===== src/logic/secl_pkg.sv =====
`default_nettype none
package secl_pkg;

  // ==========================================================================
  // Timing: serial clock derived from the system clock.
  // ==========================================================================
  localparam int unsigned CLK_HZ = 100_000_000; // System clock rate.
  localparam int unsigned SCK_HZ = 7_800_000; // Highest serial clock rate.
  // Half period in system clocks, rounded up so the serial clock never runs fast.
  localparam int unsigned SCK_HALF = (CLK_HZ + 2 * SCK_HZ - 1) / (2 * SCK_HZ);

  // ==========================================================================
  // Serial memory instructions and fields.
  // ==========================================================================
  localparam logic [7:0] OP_READ = 8'h03; // Read data from memory array.
  localparam logic [7:0] OP_WRITE = 8'h02; // Write data to memory array.
  localparam logic [7:0] OP_WREN = 8'h06; // Set the memory's write latch.
  localparam logic [7:0] OP_RDSR = 8'h05; // Read the memory's status byte.
  localparam int unsigned OP_A8_POS = 3; // Instruction bit carrying address bit 8.
  localparam int unsigned WIP_POS = 0; // Status bit that is high while writing.
  localparam logic [5:0] LEN_OP = 6'h08; // Bits in an instruction alone.
  localparam logic [5:0] LEN_SHORT = 6'h10; // Instruction plus 8-bit address.
  localparam logic [5:0] LEN_LONG = 6'h18; // Instruction plus 16-bit address.
  localparam logic [5:0] LEN_BYTE = 6'h08; // One data byte on the wire.

  // ==========================================================================
  // Image layout and address width codes.
  // ==========================================================================
  localparam logic [15:0] IMG_SIG_LOC = 16'h0000; // Signature location.
  localparam logic [15:0] IMG_CNT_LOC = 16'h0002; // Byte count location.
  localparam logic [15:0] REC_BYTES = 16'h0006; // Bytes in one record.
  localparam logic [2:0] REC_LAST = 3'h5; // Index of the last record byte.
  localparam logic [1:0] AW_NONE = 2'h0; // No memory found.
  localparam logic [1:0] AW_9 = 2'h1; // Memory with 9-bit addressing.
  localparam logic [1:0] AW_16 = 2'h2; // Memory with 16-bit addressing.

  // ==========================================================================
  // Types.
  // ==========================================================================
  typedef enum logic [3:0] {
    ST_BOOT = 4'h0, ST_SIG = 4'h1, ST_CNT = 4'h2, ST_REC = 4'h3, ST_READY = 4'h4,
    ST_WREN = 4'h5, ST_WRITE = 4'h6, ST_POLL = 4'h7, ST_READ = 4'h8
  } secl_state_t;

  typedef struct packed {logic sck; logic cs_n; logic mosi;} secl_spi_t;
  typedef struct packed {logic valid; logic [11:0] addr; logic [3:0] be;
                         logic [31:0] data;} secl_csr_wr_t;
  typedef struct packed {logic valid; logic write; logic [15:0] addr;
                         logic [7:0] data;} secl_cmd_t;
  typedef struct packed {logic [31:0] sr; logic [5:0] len;} secl_tx_t;

  typedef struct packed {
    logic [7:0] div; logic [2:0] miso_s; logic miso_f;
    secl_spi_t spi; logic active; logic pend; logic ending; logic no_rx;
    logic [31:0] txsr; logic [5:0] txn; logic [7:0] rxsr; logic [2:0] rxn;
    secl_state_t st; logic attempt; logic bidx; logic [2:0] ridx;
    logic [7:0] lo; logic [15:0] rem; logic [1:0] aw;
    secl_csr_wr_t csr; secl_cmd_t cmd; logic busy; logic done;
    logic [7:0] rd_data; logic rd_valid; logic retry;
  } secl_regs_t;

endpackage
`default_nettype wire


===== src/logic/secl_loader.sv =====
`timescale 1ns/1ps
`default_nettype none
// Overview of operation
// - Divide system clock for serial memory clock.
// - After reset, read image, write config registers.
// - Signature sits at image bytes zero and one.
// - Bytes two and three hold byte count.
// - Records: address/enables pair, then four data.
// - Round odd count up to next six.
// - First signature read uses 9-bit addressing.
// - On mismatch retry signature with 16-bit addressing.
// - Second mismatch: absent, skip loading, signal done.
// - Software may write memory in either mode.
// - Speak standard serial memory instruction protocol.
// - Matched width is kept for later accesses.
// - While loading, config retry, others unsupported.
// - Byte enables active high, bit i byte i.
// - Write: enable, write, busy, poll; ignore while busy.
module secl_loader import secl_pkg::*; #(
  parameter logic [15:0] SIG_ID = 16'h5A3C // Expected signature; arbitrary value.
) (
  input wire logic mclk,
  input wire logic rst,
  input wire logic miso,
  output secl_spi_t spi,
  output secl_csr_wr_t csr_wr,
  input wire secl_cmd_t cmd,
  input wire logic aw_set,
  input wire logic [1:0] aw_val,
  output logic [1:0] addr_width,
  output logic busy,
  output logic [7:0] rd_data,
  output logic rd_valid,
  output logic load_done,
  output logic cfg_retry
);
  // ==========================================================================
  // Helpers.
  // ==========================================================================
  // Builds a left-aligned shift image for an instruction with its address.
  function automatic secl_tx_t build(input logic [7:0] op, input logic [1:0] aw,
                                     input logic [15:0] addr, input logic [7:0] data,
                                     input logic with_data);
    secl_tx_t t;
    if (aw == AW_9) begin
      t.sr = {op[7:OP_A8_POS+1], op[OP_A8_POS] | addr[8], op[OP_A8_POS-1:0],
              addr[7:0], data, 8'h00};
      t.len = with_data ? LEN_SHORT + LEN_BYTE : LEN_SHORT;
    end else begin
      t.sr = {op, addr, data};
      t.len = with_data ? LEN_LONG + LEN_BYTE : LEN_LONG;
    end
    return t;
  endfunction
  // ==========================================================================
  // State.
  // ==========================================================================
  secl_regs_t q; // All registered state.
  secl_regs_t d; // Next value of the state.
  logic tick; // Half-period enable of the serial clock.
  logic rise, fall; // Serial clock goes high, or low, in this cycle.
  logic [7:0] rx_byte; // Byte being completed by the current sample.
  logic byte_ev; // A full byte has been received.
  logic tx_end; // Last bit of a send-only instruction is clocked.
  logic [15:0] sig; // Assembled signature.
  assign tick = q.div == 8'(SCK_HALF - 1);
  assign rise = tick && q.active && !q.spi.sck;
  assign fall = tick && q.active && q.spi.sck;
  assign rx_byte = {q.rxsr[6:0], q.miso_f};
  assign byte_ev = rise && q.txn == 6'h00 && q.rxn == 3'h7;
  assign tx_end = rise && q.txn == 6'h01 && q.no_rx;
  assign sig = {rx_byte, q.lo};
  // Next-state logic: serial engine first, then the sequencer may override it.
  always_comb begin
    d = q;
    d.csr.valid = 1'b0;
    d.rd_valid = 1'b0;
    // Divider runs free so every start lines up with a clean half period.
    d.div = tick ? 8'h00 : q.div + 8'h01;
    // Three-stage input synchroniser; a change counts once stages two and three agree.
    d.miso_s = {q.miso_s[1:0], miso};
    if (q.miso_s[1] == q.miso_s[2]) d.miso_f = q.miso_s[2];
    // Mode 0 engine: sample on the rising edge, shift on the falling edge.
    if (tick && q.pend && !q.active) begin
      d.active = 1'b1;
      d.pend = 1'b0;
      d.spi.cs_n = 1'b0;
      d.spi.mosi = q.txsr[31];
      d.rxn = 3'h0;
    end else if (rise) begin
      d.spi.sck = 1'b1;
      if (q.txn != 6'h00) begin
        d.txn = q.txn - 6'h01;
      end else begin
        d.rxsr = rx_byte;
        d.rxn = q.rxn + 3'h1;
      end
    end else if (fall) begin
      d.spi.sck = 1'b0;
      if (q.ending) begin // Chip select rises with the clock low, closing the instruction.
        d.spi.cs_n = 1'b1;
        d.active = 1'b0;
        d.ending = 1'b0;
      end else if (q.txn != 6'h00) begin
        d.txsr = {q.txsr[30:0], 1'b0};
        d.spi.mosi = q.txsr[30];
      end
    end
    case (q.st) // Sequencer.
      ST_BOOT: begin
        {d.txsr, d.txn} = build(OP_READ, AW_9, IMG_SIG_LOC, 8'h00, 1'b0);
        d.no_rx = 1'b0;
        d.pend = 1'b1;
        d.st = ST_SIG;
      end
      ST_SIG: begin
        if (byte_ev && !q.bidx) begin
          d.lo = rx_byte;
          d.bidx = 1'b1;
        end else if (byte_ev) begin
          d.ending = 1'b1;
          d.bidx = 1'b0;
          if (sig == SIG_ID) begin // The width that matched serves later accesses until software sets another with aw_set.
            d.aw = q.attempt ? AW_16 : AW_9;
            {d.txsr, d.txn} = build(OP_READ, d.aw, IMG_CNT_LOC, 8'h00, 1'b0);
            d.pend = 1'b1;
            d.st = ST_CNT;
          end else if (!q.attempt) begin
            d.attempt = 1'b1;
            {d.txsr, d.txn} = build(OP_READ, AW_16, IMG_SIG_LOC, 8'h00, 1'b0);
            d.pend = 1'b1;
          end else begin
            d.aw = AW_NONE;
            d.done = 1'b1;
            d.st = ST_READY;
          end
        end
      end
      ST_CNT: begin
        if (byte_ev && !q.bidx) begin
          d.lo = rx_byte;
          d.bidx = 1'b1;
        end else if (byte_ev) begin
          d.rem = sig;
          d.ridx = 3'h0;
          if (sig == 16'h0000) begin
            d.ending = 1'b1;
            d.done = 1'b1;
            d.st = ST_READY;
          end else begin
            d.st = ST_REC; // Records follow in the same streaming read.
          end
        end
      end
      ST_REC: begin
        if (byte_ev) begin
          d.ridx = (q.ridx == REC_LAST) ? 3'h0 : q.ridx + 3'h1;
          case (q.ridx)
            3'h0: d.csr.addr[7:0] = rx_byte;
            3'h1: begin
              d.csr.be = rx_byte[7:4];
              d.csr.addr[11:8] = rx_byte[3:0];
            end
            3'h2: d.csr.data[7:0] = rx_byte;
            3'h3: d.csr.data[15:8] = rx_byte;
            3'h4: d.csr.data[23:16] = rx_byte;
            default: begin
              d.csr.data[31:24] = rx_byte;
              // A record with no byte enabled changes nothing, so no write is made.
              d.csr.valid = q.csr.be != 4'h0;
              // Subtracting whole records to zero rounds a ragged count upward.
              d.rem = (q.rem <= REC_BYTES) ? 16'h0000 : q.rem - REC_BYTES;
              if (q.rem <= REC_BYTES) begin
                d.ending = 1'b1;
                d.done = 1'b1;
                d.st = ST_READY;
              end
            end
          endcase
        end
      end
      ST_READY: begin
        // A blank memory needs its width set by software before any access.
        if (aw_set && !q.busy) d.aw = aw_val;
        if (cmd.valid && !q.busy) begin
          d.busy = 1'b1;
          d.cmd = cmd;
          d.pend = 1'b1;
          if (cmd.write) begin
            d.txsr = {OP_WREN, 24'h000000};
            d.txn = LEN_OP;
            d.no_rx = 1'b1;
            d.st = ST_WREN;
          end else begin
            {d.txsr, d.txn} = build(OP_READ, q.aw, cmd.addr, 8'h00, 1'b0);
            d.st = ST_READ;
          end
        end
      end
      ST_WREN: begin
        if (tx_end) begin
          d.ending = 1'b1;
          {d.txsr, d.txn} = build(OP_WRITE, q.aw, q.cmd.addr, q.cmd.data, 1'b1);
          d.pend = 1'b1;
          d.st = ST_WRITE;
        end
      end
      ST_WRITE: begin
        if (tx_end) begin
          d.ending = 1'b1;
          d.txsr = {OP_RDSR, 24'h000000};
          d.txn = LEN_OP;
          d.no_rx = 1'b0;
          d.pend = 1'b1;
          d.st = ST_POLL;
        end
      end
      ST_POLL: begin
        if (byte_ev) begin
          d.ending = 1'b1;
          if (!rx_byte[WIP_POS]) begin
            d.busy = 1'b0;
            d.st = ST_READY;
          end else begin
            d.txsr = {OP_RDSR, 24'h000000}; // Poll again until the write ends.
            d.txn = LEN_OP;
            d.pend = 1'b1;
          end
        end
      end
      ST_READ: begin
        if (byte_ev) begin
          d.ending = 1'b1;
          d.rd_data = rx_byte;
          d.rd_valid = 1'b1;
          d.busy = 1'b0;
          d.st = ST_READY;
        end
      end
      default: d.st = ST_BOOT;
    endcase
    d.retry = !d.done;
  end
  // State register; reset holds chip select high, the clock low and retry status on.
  always_ff @(posedge mclk or posedge rst) begin
    if (rst) begin
      q <= '0;
      q.spi.cs_n <= 1'b1;
      q.retry <= 1'b1;
    end else begin
      q <= d;
    end
  end
  assign spi = q.spi;
  assign csr_wr = q.csr;
  assign addr_width = q.aw;
  assign busy = q.busy;
  assign rd_data = q.rd_data;
  assign rd_valid = q.rd_valid;
  assign load_done = q.done;
  // Held until loading ends: config requests get retry status, others unsupported.
  assign cfg_retry = q.retry;
endmodule
`default_nettype wire


===== config.mk =====
export PLATFORM = sky130hd
export DESIGN_NAME = secl_loader
export DESIGN_NICKNAME = d
export VERILOG_FILES = /design/src/logic/secl_pkg.sv /design/src/logic/secl_loader.sv
export SDC_FILE = /design/constraint.sdc
export NUM_CORES = 1
export LEC_CHECK = 0
export BUFFER_PORTS_ARGS = -buffer_cell sky130_fd_sc_hd__buf_4
export CORE_ASPECT_RATIO = 1.4
export CORE_MARGIN = 3
export CORE_UTILIZATION = 60
export CTS_CLUSTER_DIAMETER = 150
export DETAILED_ROUTE_END_ITERATION = 7
export GPL_TIMING_DRIVEN = 0
export PLACE_DENSITY = 0.8
export SYNTH_ARGS = -nofsm -noshare
export SYNTH_HDL_FRONTEND = slang
export SYNTH_SLANG_ARGS = --single-unit
export TNS_END_PERCENT = 5

===== constraint.sdc =====
create_clock -name mclk -period 15.5 [get_ports mclk]
set_clock_uncertainty 0.05 [all_clocks]
set_input_delay 3.875 -clock mclk [delete_from_list [all_inputs] [get_ports mclk]]
set_output_delay 3.875 -clock mclk [all_outputs]
set_load 0.03 [all_outputs]

==> results of run 1 <==
[logic make-up (layout without fill, tap and decap cells)]
| family | Yosys count | in the layout | synth area share |
|---|---|---|---|
| adders and majority gates | 9 | 9 | 0.01136 |
| DFF | 187 | 187 | 0.4832 |
| muxes | 102 | 102 | 0.1151 |
| and+or+nand+nor | 359 | 359 | 0.1761 |
| xor gates and xnor gates | 8 | 8 | 0.007232 |
| buffers and inverters | 128 | 257 | 0.07580 |
| AOI/OAI and AO/OA | 202 | 202 | 0.1312 |
[stage by stage]
step / utilization / power (mW) / hold slack, ns
floorplan: - / 0.5171 / 0.2812
detailed placement: 0.6795 / 0.5319 / 0.3087
CTS: 0.7172 / 0.9732 / 0.3250
global placement: 0.6773 / 0.5304 / 0.2826
finish: 0.7172 / 0.9683 / 0.3180
global route: 0.7172 / 0.9994 / 0.3248
[state kept, by name, summed over array words and instances, names as in the netlist, named ones only]
register,flops
q,119
csr_wr,49
rd_data,8
spi,3
addr_width,2
d,2
busy,1
cfg_retry,1
rd_valid,1
[power by group]
part	internal [mW]	switching, mW	leakage, nW
sequential	0.492	0.00314	2.37
clock	0.246	0.201	0.284
combinational	0.00906	0.0180	2.74
[how the worst min path moves through the flow]
stage                                   to  slack [ns]  cells after the start        startpoint
after floorplan           d[181]$_DFF_PP0_        0.28                      0  d[180]$_DFF_PP0_
after global placement    d[181]$_DFF_PP0_        0.28                      0  d[180]$_DFF_PP0_
after detailed placement  d[181]$_DFF_PP0_        0.31                      0  d[180]$_DFF_PP0_
after CTS                 d[181]$_DFF_PP0_        0.32                      0  d[180]$_DFF_PP0_
after global routing      d[181]$_DFF_PP0_        0.32                      0  d[180]$_DFF_PP0_
final                     d[181]$_DFF_PP0_        0.32                      0  d[180]$_DFF_PP0_
[layout by cell type (no fill, tap or decap), types with 15 or more instances in the layout]
cell       count
a21oi_1       42
buf_4        160
clkbuf_1      39
clkbuf_16     17
dfrtp_1      185
inv_1         15
mux2_2        63
mux2i_1       36
nand2_1      183
nand3_1       19
nor2_1        61
nor3_1        16
o21ai_0       79
[critical path: stages, from the launching register on]
cell and delay [ns]:
dfrtp_1 0.47, buf_4 0.17, buf_4 0.16
[cell type report]
cell class,instances,area [µm²]
multi-input cells,680,4273
repair buffers,98,755.7
flip-flops and latches,187,4682
clock inverters,13,153.9
fillers,1204,4452
clock buffers,18,439.2
plain buffers,112,674.4
well taps,196,245.2
inverters,16,67.56
[per-layer routing]
layer	part of all wire	routed length [µm]	vias to the layer above	global-route usage
li1	-	-	3691	-
met5	0	0	-	0
met2	0.52	13020	338	0.5102
met1	0.39	9695	3923	0.3433
met4	0.032	801	0	0.1266
met3	0.061	1520	66	0.05687
==> results.tsv, run 1 <==
stage	metric	value	unit
outcome	status	finished clean	
clock_network	Post-CTS Hold Fix Bufs	0	
route	detailed router's first-iteration violation count	639	
timing	Slew Viols, Final	0	
place	DPL Wire Length	17.90	mm
setup_path	Critical Path Source Type	flop	
setup_path	Crit. Startpoint	spi[2]$_DFFE_PP0P_	
route	post-route antenna net violation count	0	
setup_path	Required @ worst endpoint	11.58	ns
timing	final setup margin	10.36	ns
route	final wirelength	25.03	mm
global_routing	largest net degree at the start of global routing	97	
synthesis	syn_area_per_cell	9.738	µm²
clock_network	Num CTS Buffers	17	
place	gpl congestion	0.9468	
power	Worst IR Drop VDD	0.07672	mV
route	drt first pass iters	6	
timing	Tightest Pin Transition	1.008	ns
timing	Fin Setup TNS	0	ns
cells_and_area	Nets	1152	
route	Via density	6.074	
clock_network	Worst-Skew Late Latency	0.43	ns
floorplan	number of I/O pins	98	
power	cell leakage power	5.400	nW
setup_path	reg-to-reg slack, setup	12.30	ns
global_routing	vias in the first global route	7983	
setup_path	reg2reg end	q[127]$_DFFE_PP0P_	
cells_and_area	# diodes	0	
synthesis	asr flop ratio synth	1.000	
floorplan	Starting Density	0.6155	
power	Pwr Density	85.76	nW/µm²
synthesis	register area share after synthesis	0.4832	
floorplan	Die Ht	156.4	µm
setup_path	crit end category	primary output	
floorplan	Std-Cell Rows	54	
clock_network	depth of the CTS H-tree	4	
synthesis	post-synthesis net count	1035	
min_path	Worst Hold Class	flop to flop	
floorplan	die area	17730	µm²
cells_and_area	Layout area overhead	16.53	%
clock_network	Root Buffer	clkbuf_16	
timing	slew margin rel.	0.3231	
place	Placed Instances	1289	
route	WL per Instance	18.96	µm
global_routing	first-pass GRT wire length	40.50	mm
place	DP Area	10700	µm²
floorplan	Die X	113.4	µm
global_routing	antenna violations before repair	0	
synthesis	Post-Synthesis Cells	995	
synthesis	most common cell in the netlist	dfrtp_1	
synthesis	mapped cell area	9689	µm²
clock_network	clk buf depth	2	
clock_network	TritonCTS clock tree	built	
setup_path	Crit Reg-Reg Startpoint	q[182]$_DFF_PP0_	
timing	RSZ-0062 raised after global routing	false	
setup_path	Worst Reg-to-Reg Cells	7	
setup_path	critical path capture point	spi[2]	
timing	Final min period	5.145	ns
timing	Max Fclk	194.4	MHz
cells_and_area	final std cells w/o fill	1320	
place	Placement Setup Slack	10.03	ns
setup_path	Crit Path Category	flop to primary output	
global_routing	Total GRT Usage	0.2895	
setup_path	critical path peak fanout	9	
synthesis	ys flop type	dfrtp_1	
job	Max-Cap Viols	0	
clock_network	# clock sinks	187	
cells_and_area	fraction of layout cells with a size suffix above 1	0.2571	
cells_and_area	post-route cell area	11290	µm²
setup_path	Worst Path Arrival	1.22	ns
synthesis	Post-synth EDFFs	0	
place	PortBufs	97	
route	Residual DRC	0	
synthesis	Synth Register Bits	187	
synthesis	Synth area leaders	dfrtp_1 48%, mux2_2 7.3%, nand2_1 7.1%	
synthesis	Yosys top cell by area	dfrtp_1	
timing	Fin. Hold Viols	0	
route	Vias	8018	
clock_network	Post-CTS Setup Inserts	0	
synthesis	Yosys warnings	0	
global_routing	total grt overflow	0	
timing	part of the cycle the worst path needs	0.3319	
synthesis	share of the synthesized area in the top cell type	0.4778	
clock_network	post_cts resized	0	
floorplan	total core area	15740	µm²
timing	Setup Viol. Count Final	0	
clock_network	Clock transition at path regs	0.07	ns
synthesis	count of cell types in the netlist	73	
synthesis	Synth top cells by count	185 x dfrtp_1, 183 x nand2_1, 79 x o21ai_0	
No activity file was read; power rests on OpenSTA's default activity.
==> run 2: changes to the inputs <==
--- a/config.mk
+++ b/config.mk
@@ -8,11 +8,11 @@
 export BUFFER_PORTS_ARGS = -buffer_cell sky130_fd_sc_hd__buf_4
 export CORE_ASPECT_RATIO = 1.4
 export CORE_MARGIN = 3
-export CORE_UTILIZATION = 60
+export CORE_UTILIZATION = 54
 export CTS_CLUSTER_DIAMETER = 150
 export DETAILED_ROUTE_END_ITERATION = 7
 export GPL_TIMING_DRIVEN = 0
-export PLACE_DENSITY = 0.8
+export PLACE_DENSITY = 0.76
 export SYNTH_ARGS = -nofsm -noshare
 export SYNTH_HDL_FRONTEND = slang
 export SYNTH_SLANG_ARGS = --single-unit
==> constraint.sdc (replaced) <==
create_clock -name mclk -period 4.28 [get_ports mclk]
set_clock_uncertainty 0.05 [all_clocks]
set_input_delay 1.07 -clock mclk [delete_from_list [all_inputs] [get_ports mclk]]
set_output_delay 1.07 -clock mclk [all_outputs]
set_load 0.03 [all_outputs]
==> run 2 against run 1 <==
- worst setup slack got worse by 9.0 ns
- utilization is 6.2 points lower
- die area up 11%
- critical path type is now flop to flop
- largest cell class unchanged
==> results.tsv, run 2 (synthesis gave the netlist of run 1 again) <==
stage	metric	value	unit
outcome	status	finished clean	
floorplan	total core area	17470	µm²
power	Worst IR Drop VDD	0.2475	mV
power	sequential share of power	0.507	
global_routing	total grt overflow	0	
setup_path	Worst Path Arrival	3.25	ns
global_routing	vias in the first global route	8052	
cells_and_area	Nets	1156	
route	post-route antenna net violation count	0	
timing	Final min period	2.975	ns
cells_and_area	Layout area overhead	18.13	%
power	cell leakage power	5.445	nW
route	Vias	7911	
place	DPL Wire Length	18.16	mm
clock_network	TritonCTS clock tree	built	
timing	slew margin rel.	0.4442	
clock_network	# clock sinks	187	
clock_network	Num CTS Buffers	17	
clock_network	Root Buffer	clkbuf_16	
global_routing	first-pass GRT wire length	41.07	mm
setup_path	Critical Path Source Type	flop	
timing	Slew Viols, Final	0	
clock_network	post_cts resized	0	
floorplan	Die X	119.2	µm
global_routing	Total GRT Usage	0.2627	
timing	Setup Viol. Count Final	0	
timing	Tightest Pin Transition	0.8273	ns
floorplan	Die Ht	164.5	µm
power	Pwr Density	309.1	nW/µm²
cells_and_area	most common cell after layout, fill and taps aside	dfrtp_1	
setup_path	Worst Reg-to-Reg Cells	7	
setup_path	Required @ worst endpoint	4.56	ns
place	gpl congestion	0.9318	
route	Via density	5.796	
clock_network	Post-CTS Setup Inserts	0	
min_path	Worst Hold Class	flop to flop	
setup_path	Crit Path Category	flop to flop	
timing	final setup margin	1.305	ns
timing	Fin Setup TNS	0	ns
cells_and_area	post-route cell area	11450	µm²
place	DP Area	10820	µm²
cells_and_area	highest-count cells in the layout ignoring fill and taps	185 x dfrtp_1, 183 x nand2_1, 160 x buf_4	
timing	RSZ-0062 raised after global routing	false	
floorplan	die area	19610	µm²
power	Net Sw Frac	0.2459	
place	Placement Setup Slack	1.308	ns
floorplan	Starting Density	0.5545	
clock_network	Post-CTS Hold Fix Bufs	0	
cells_and_area	Filler Cells Inserted	1421	
floorplan	Std-Cell Rows	57	
power	Net Sw Power	0.8697	mW
route	detailed router's first-iteration violation count	616	
clock_network	Worst-Skew Late Latency	0.44	ns
job	Max-Cap Viols	0	
setup_path	critical path peak fanout	10	
floorplan	number of I/O pins	98	
power	Pint	2.668	mW
cells_and_area	max FFs per register	119	
cells_and_area	# diodes	0	
min_path	hold depth	0	
timing	part of the cycle the worst path needs	0.6951	
route	drt first pass iters	5	
clock_network	depth of the CTS H-tree	4	
cells_and_area	register with the most flip-flops	q	
route	final wirelength	25.02	mm
global_routing	largest net degree at the start of global routing	41	
cells_and_area	fraction of layout cells with a size suffix above 1	0.2604	
timing	Fin. Hold Viols	0	
clock_network	Clock transition at path regs	0.08	ns
timing	Max Fclk	336.1	MHz
route	WL per Instance	18.33	µm
place	PortBufs	97	
clock_network	clk buf depth	2	
global_routing	antenna violations before repair	0	
route	Residual DRC	0	
power	Comb power frac	0.030	
power	Clock Power Share	0.463	
setup_path	crit end category	flop	
-- run 2: final cells by class --
type,count,area (µm²),share of cell area
inverter,16,63.81,0.005575
timing repair buffer,102,828.3,0.07237
clock buffer,17,425.4,0.03717
multi-input combinational,680,4273,0.3733
sequential,187,4682,0.4091
tap,236,295.3,0.02580
clock inverter,15,203.9,0.01782
buffer,112,674.4,0.05892
-- run 2: routing by layer --
layer  track usage  wire length, µm  up-vias
met5             0                0        -
met2        0.4595            12810      316
li1              -                -     3696
met1        0.3083             9677     3826
met3       0.05927             1553       73
met4        0.1197              980        0
-- run 2: critical path: stages, from the launching register on --
cell and delay (ns):
dfrtp_1 0.41, inv_1 0.07, ha_1 0.16, nor4b_4 0.34, nand2_2 0.22, nor3_1 0.73, clkbuf_1 0.48, mux2_2 0.39
-- run 2: power groups by stage --
stage,Combinational [mW],Sequential [mW],Clock [mW]
floorplan,0.0494,1.82,0
global placement,0.0965,1.83,0
detailed placement,0.109,1.83,0
CTS,0.110,1.79,1.66
global route,0.120,1.79,1.73
finish,0.107,1.79,1.64
-- run 2: worst paths after layout --
check / from / endpoint / slack (ns)
setup reg to reg: q[182]$_DFF_PP0_ / q[128]$_DFFE_PP0P_ / 1.31
hold reg to reg: d[180]$_DFF_PP0_ / d[181]$_DFF_PP0_ / 0.30
hold / removal: d[180]$_DFF_PP0_ / d[181]$_DFF_PP0_ / 0.30
max in group asynchronous: rst / cfg_retry$_DFF_PP1_ / 2.55
min in group asynchronous: rst / rd_data[1]$_DFFE_PP0P_ / 0.57
setup / recovery: q[182]$_DFF_PP0_ / q[128]$_DFFE_PP0P_ / 1.31
-- run 2: metrics by stage --
stage / util / instances / total power, mW / hold slack (ns)
floorplan: - / 995 / 1.873 / 0.2812
global placement: 0.6133 / 1328 / 1.923 / 0.2842
detailed placement: 0.6190 / 1333 / 1.935 / 0.2879
CTS: 0.6551 / 1365 / 3.565 / 0.3054
global route: 0.6551 / 1365 / 3.645 / 0.3095
finish: 0.6551 / 1365 / 3.537 / 0.3026
==> run 3: changes to the inputs <==
==> constraint.sdc (replaced) <==
create_clock -name mclk -period 2.44 [get_ports mclk]
set_clock_uncertainty 0.05 [all_clocks]
set_input_delay 0.61 -clock mclk [delete_from_list [all_inputs] [get_ports mclk]]
set_output_delay 0.61 -clock mclk [all_outputs]
set_load 0.03 [all_outputs]
==> run 3 against run 2 <==
- the flow now finishes with violations (negative setup slack)
- utilization increased by 2.4 points
- sequential cell count unchanged
- worst setup slack got worse by 1.4 ns
- first-iteration DRC count increased by 16%
- cell area increased by 3.6%
- critical path type unchanged
- largest power group unchanged
==> results.tsv, run 3 (synthesis gave the netlist of run 1 again) <==
stage	metric	value	unit
outcome	status	finished with violations	
outcome	failing checks	negative setup slack	
floorplan	Die Ht	164.5	µm
route	Top Metal Used	met4	
cells_and_area	Layout area overhead	22.42	%
power	Worst IR Drop VDD	0.4318	mV
timing	part of the cycle the worst path needs	1.058	
place	gpl congestion	0.9318	
place	DPL Wire Length	18.16	mm
floorplan	total core area	17470	µm²
route	post-route antenna net violation count	0	
clock_network	Num CTS Buffers	17	
route	met2 wire length	13.06	mm
setup_path	CP Buf/Inv Count	2	
timing	Setup Viol. Count Final	47	
clock_network	Worst-Skew Late Latency	0.45	ns
power	Net Sw Power	1.539	mW
cells_and_area	highest-count cells in the layout ignoring fill and taps	185 x dfrtp_1, 181 x nand2_1, 178 x buf_4	
setup_path	Worst Path Arrival	2.86	ns
timing	Tightest Pin Transition	0.7148	ns
timing	Slew Viols, Final	0	
cells_and_area	Finished Core Util	0.6788	
global_routing	Total GRT Usage	0.2663	
setup_path	CP max stage cell	or4b_4	
setup_path	family with the most delay on the worst path	simple AND/OR/NAND/NOR gates	
clock_network	Clock transition at path regs	0.07	ns
route	Vias	7989	
clock_network	depth of the CTS H-tree	4	
global_routing	total grt overflow	0	
clock_network	clk buf depth	2	
place	Placed Instances	1333	
min_path	Worst Hold Class	primary input to asynchronous set/reset pin	
route	final wirelength	25.57	mm
cells_and_area	# diodes	0	
clock_network	# clock sinks	187	
cells_and_area	Nets	1174	
place	PortBufs	97	
timing	slew margin rel.	0.5235	
floorplan	Std-Cell Rows	57	
power	Pwr Density	524.2	nW/µm²
timing	Final min period	2.582	ns
setup_path	Critical Path Source Type	flop	
floorplan	Die X	119.2	µm
power	Net Sw Frac	0.2474	
timing	hold slack	0.09847	ns
setup_path	reg2reg end	q[118]$_DFFE_PP0P_	
timing	RSZ-0062 raised after global routing	true	
floorplan	Starting Density	0.5545	
route	Via density	5.777	
power	Pint	4.679	mW
clock_network	Root Buffer	clkbuf_16	
setup_path	critical path peak fanout	7	
cells_and_area	most common cell after layout, fill and taps aside	dfrtp_1	
route	M1 wire length	9.801	mm
power	Clock Power Share	0.464	
power	cell leakage power	5.655	nW
cells_and_area	register with the most flip-flops	q	
global_routing	largest net degree at the start of global routing	41	
timing	Fin. Hold Viols	0	
power	sequential share of power	0.506	
clock_network	TritonCTS clock tree	built	
timing	final setup margin	-0.1424	ns
floorplan	number of I/O pins	98	
timing	Max Fclk	387.2	MHz
setup_path	CP max stage delay	0.55	ns
route	detailed router's first-iteration violation count	716	
cells_and_area	max FFs per register	119	
route	WL per Instance	18.49	µm
setup_path	Crit Path Category	flop to flop	
power	Comb power frac	0.031	
cells_and_area	final std cells w/o fill	1383	
route	drt first pass iters	5	
setup_path	CP Cell Sequence	inv_2 > ha_4 > and4bb_2 > and4_4 > buf_6 > o31a_1 > o32ai_2 > or4b_4 > mux2_4	
place	Placement Setup Slack	-0.5322	ns
global_routing	vias in the first global route	8110	
setup_path	crit end category	flop	
route	met3 wire length	1.610	mm
job	Max-Cap Viols	0	
setup_path	Required @ worst endpoint	2.72	ns
global_routing	antenna violations before repair	0	
floorplan	die area	19610	µm²
global_routing	first-pass GRT wire length	41.59	mm
route	Residual DRC	0	
setup_path	reg-to-reg slack, setup	-0.14	ns
setup_path	Crit Reg-Reg Startpoint	q[134]$_DFF_PP0_	
cells_and_area	fraction of layout cells with a size suffix above 1	0.3086	
setup_path	Worst Reg-to-Reg Cells	9	
run 3: changes by cell type in the layout (fill, tap and decap cells not counted), sizes merged:
cell    delta
buf       +20
clkbuf     -2
run 3: cell type report:
| type | instances | area (µm²) |
|---|---|---|
| buffer | 111 | 734.5 |
| clock buffer | 17 | 425.4 |
| clock inverter | 15 | 203.9 |
| fill | 1359 | 5612 |
| inverter | 16 | 63.81 |
| multi-input combinational | 680 | 4468 |
| sequential | 187 | 4682 |
| tap | 236 | 295.3 |
| timing repair buffer | 121 | 988.4 |
run 3: how the worst max path moves through the flow:
stage / start / end / slack (ns) / cells past startpoint
2_1_floorplan: rst / asynchronous set/reset pin / -0.62 / 1
3_3_place_gp: rst / q[94]$_DFFE_PP0P_ / -1.81 / 2
3_5_place_dp: q[182]$_DFF_PP0_ / q[128]$_DFFE_PP0P_ / -0.53 / 7
4_1_cts: q[182]$_DFF_PP0_ / q[120]$_DFFE_PP0P_ / -0.19 / 10
5_1_grt: q[182]$_DFF_PP0_ / q[118]$_DFFE_PP0P_ / -0.25 / 10
6_report: q[134]$_DFF_PP0_ / q[118]$_DFFE_PP0P_ / -0.14 / 9
run 3: per-layer routing:
| layer | up-vias | track usage |
|---|---|---|
| met5 | - | 0 |
| met3 | 80 | 0.06064 |
| met1 | 3853 | 0.3109 |
| li1 | 3731 | - |
| met2 | 325 | 0.4657 |
| met4 | 0 | 0.1244 |
run 3: power by group through the flow:
stage	Sequential (mW)	Combinational [mW]	Clock, mW
final	3.14	0.191	2.88
after global routing	3.15	0.213	3.04
after CTS	3.14	0.197	2.92
after detailed placement	3.20	0.191	0
after global placement	3.20	0.169	0
after floorplan	3.20	0.0867	0
run 3: metrics by stage:
stage               cell area, µm²  setup TNS, ns  total power, mW
floorplan                     9693        -115.89            3.285
global placement             10720        -371.51            3.374
detailed placement           10820         -38.65            3.395
CTS                          11690         -2.256            6.257
global route                 11860         -11.61            6.398
finish                       11860         -1.574            6.218
run 3: repair_timing:
item                                    in CTS  in global routing
endpoints found under the setup margin     152                133
pin swaps                                    7                 10
hold buffers                                 0                  0
resized for setup                           54                 28
buffers inserted                            10                  9
cloned                                       0                  0
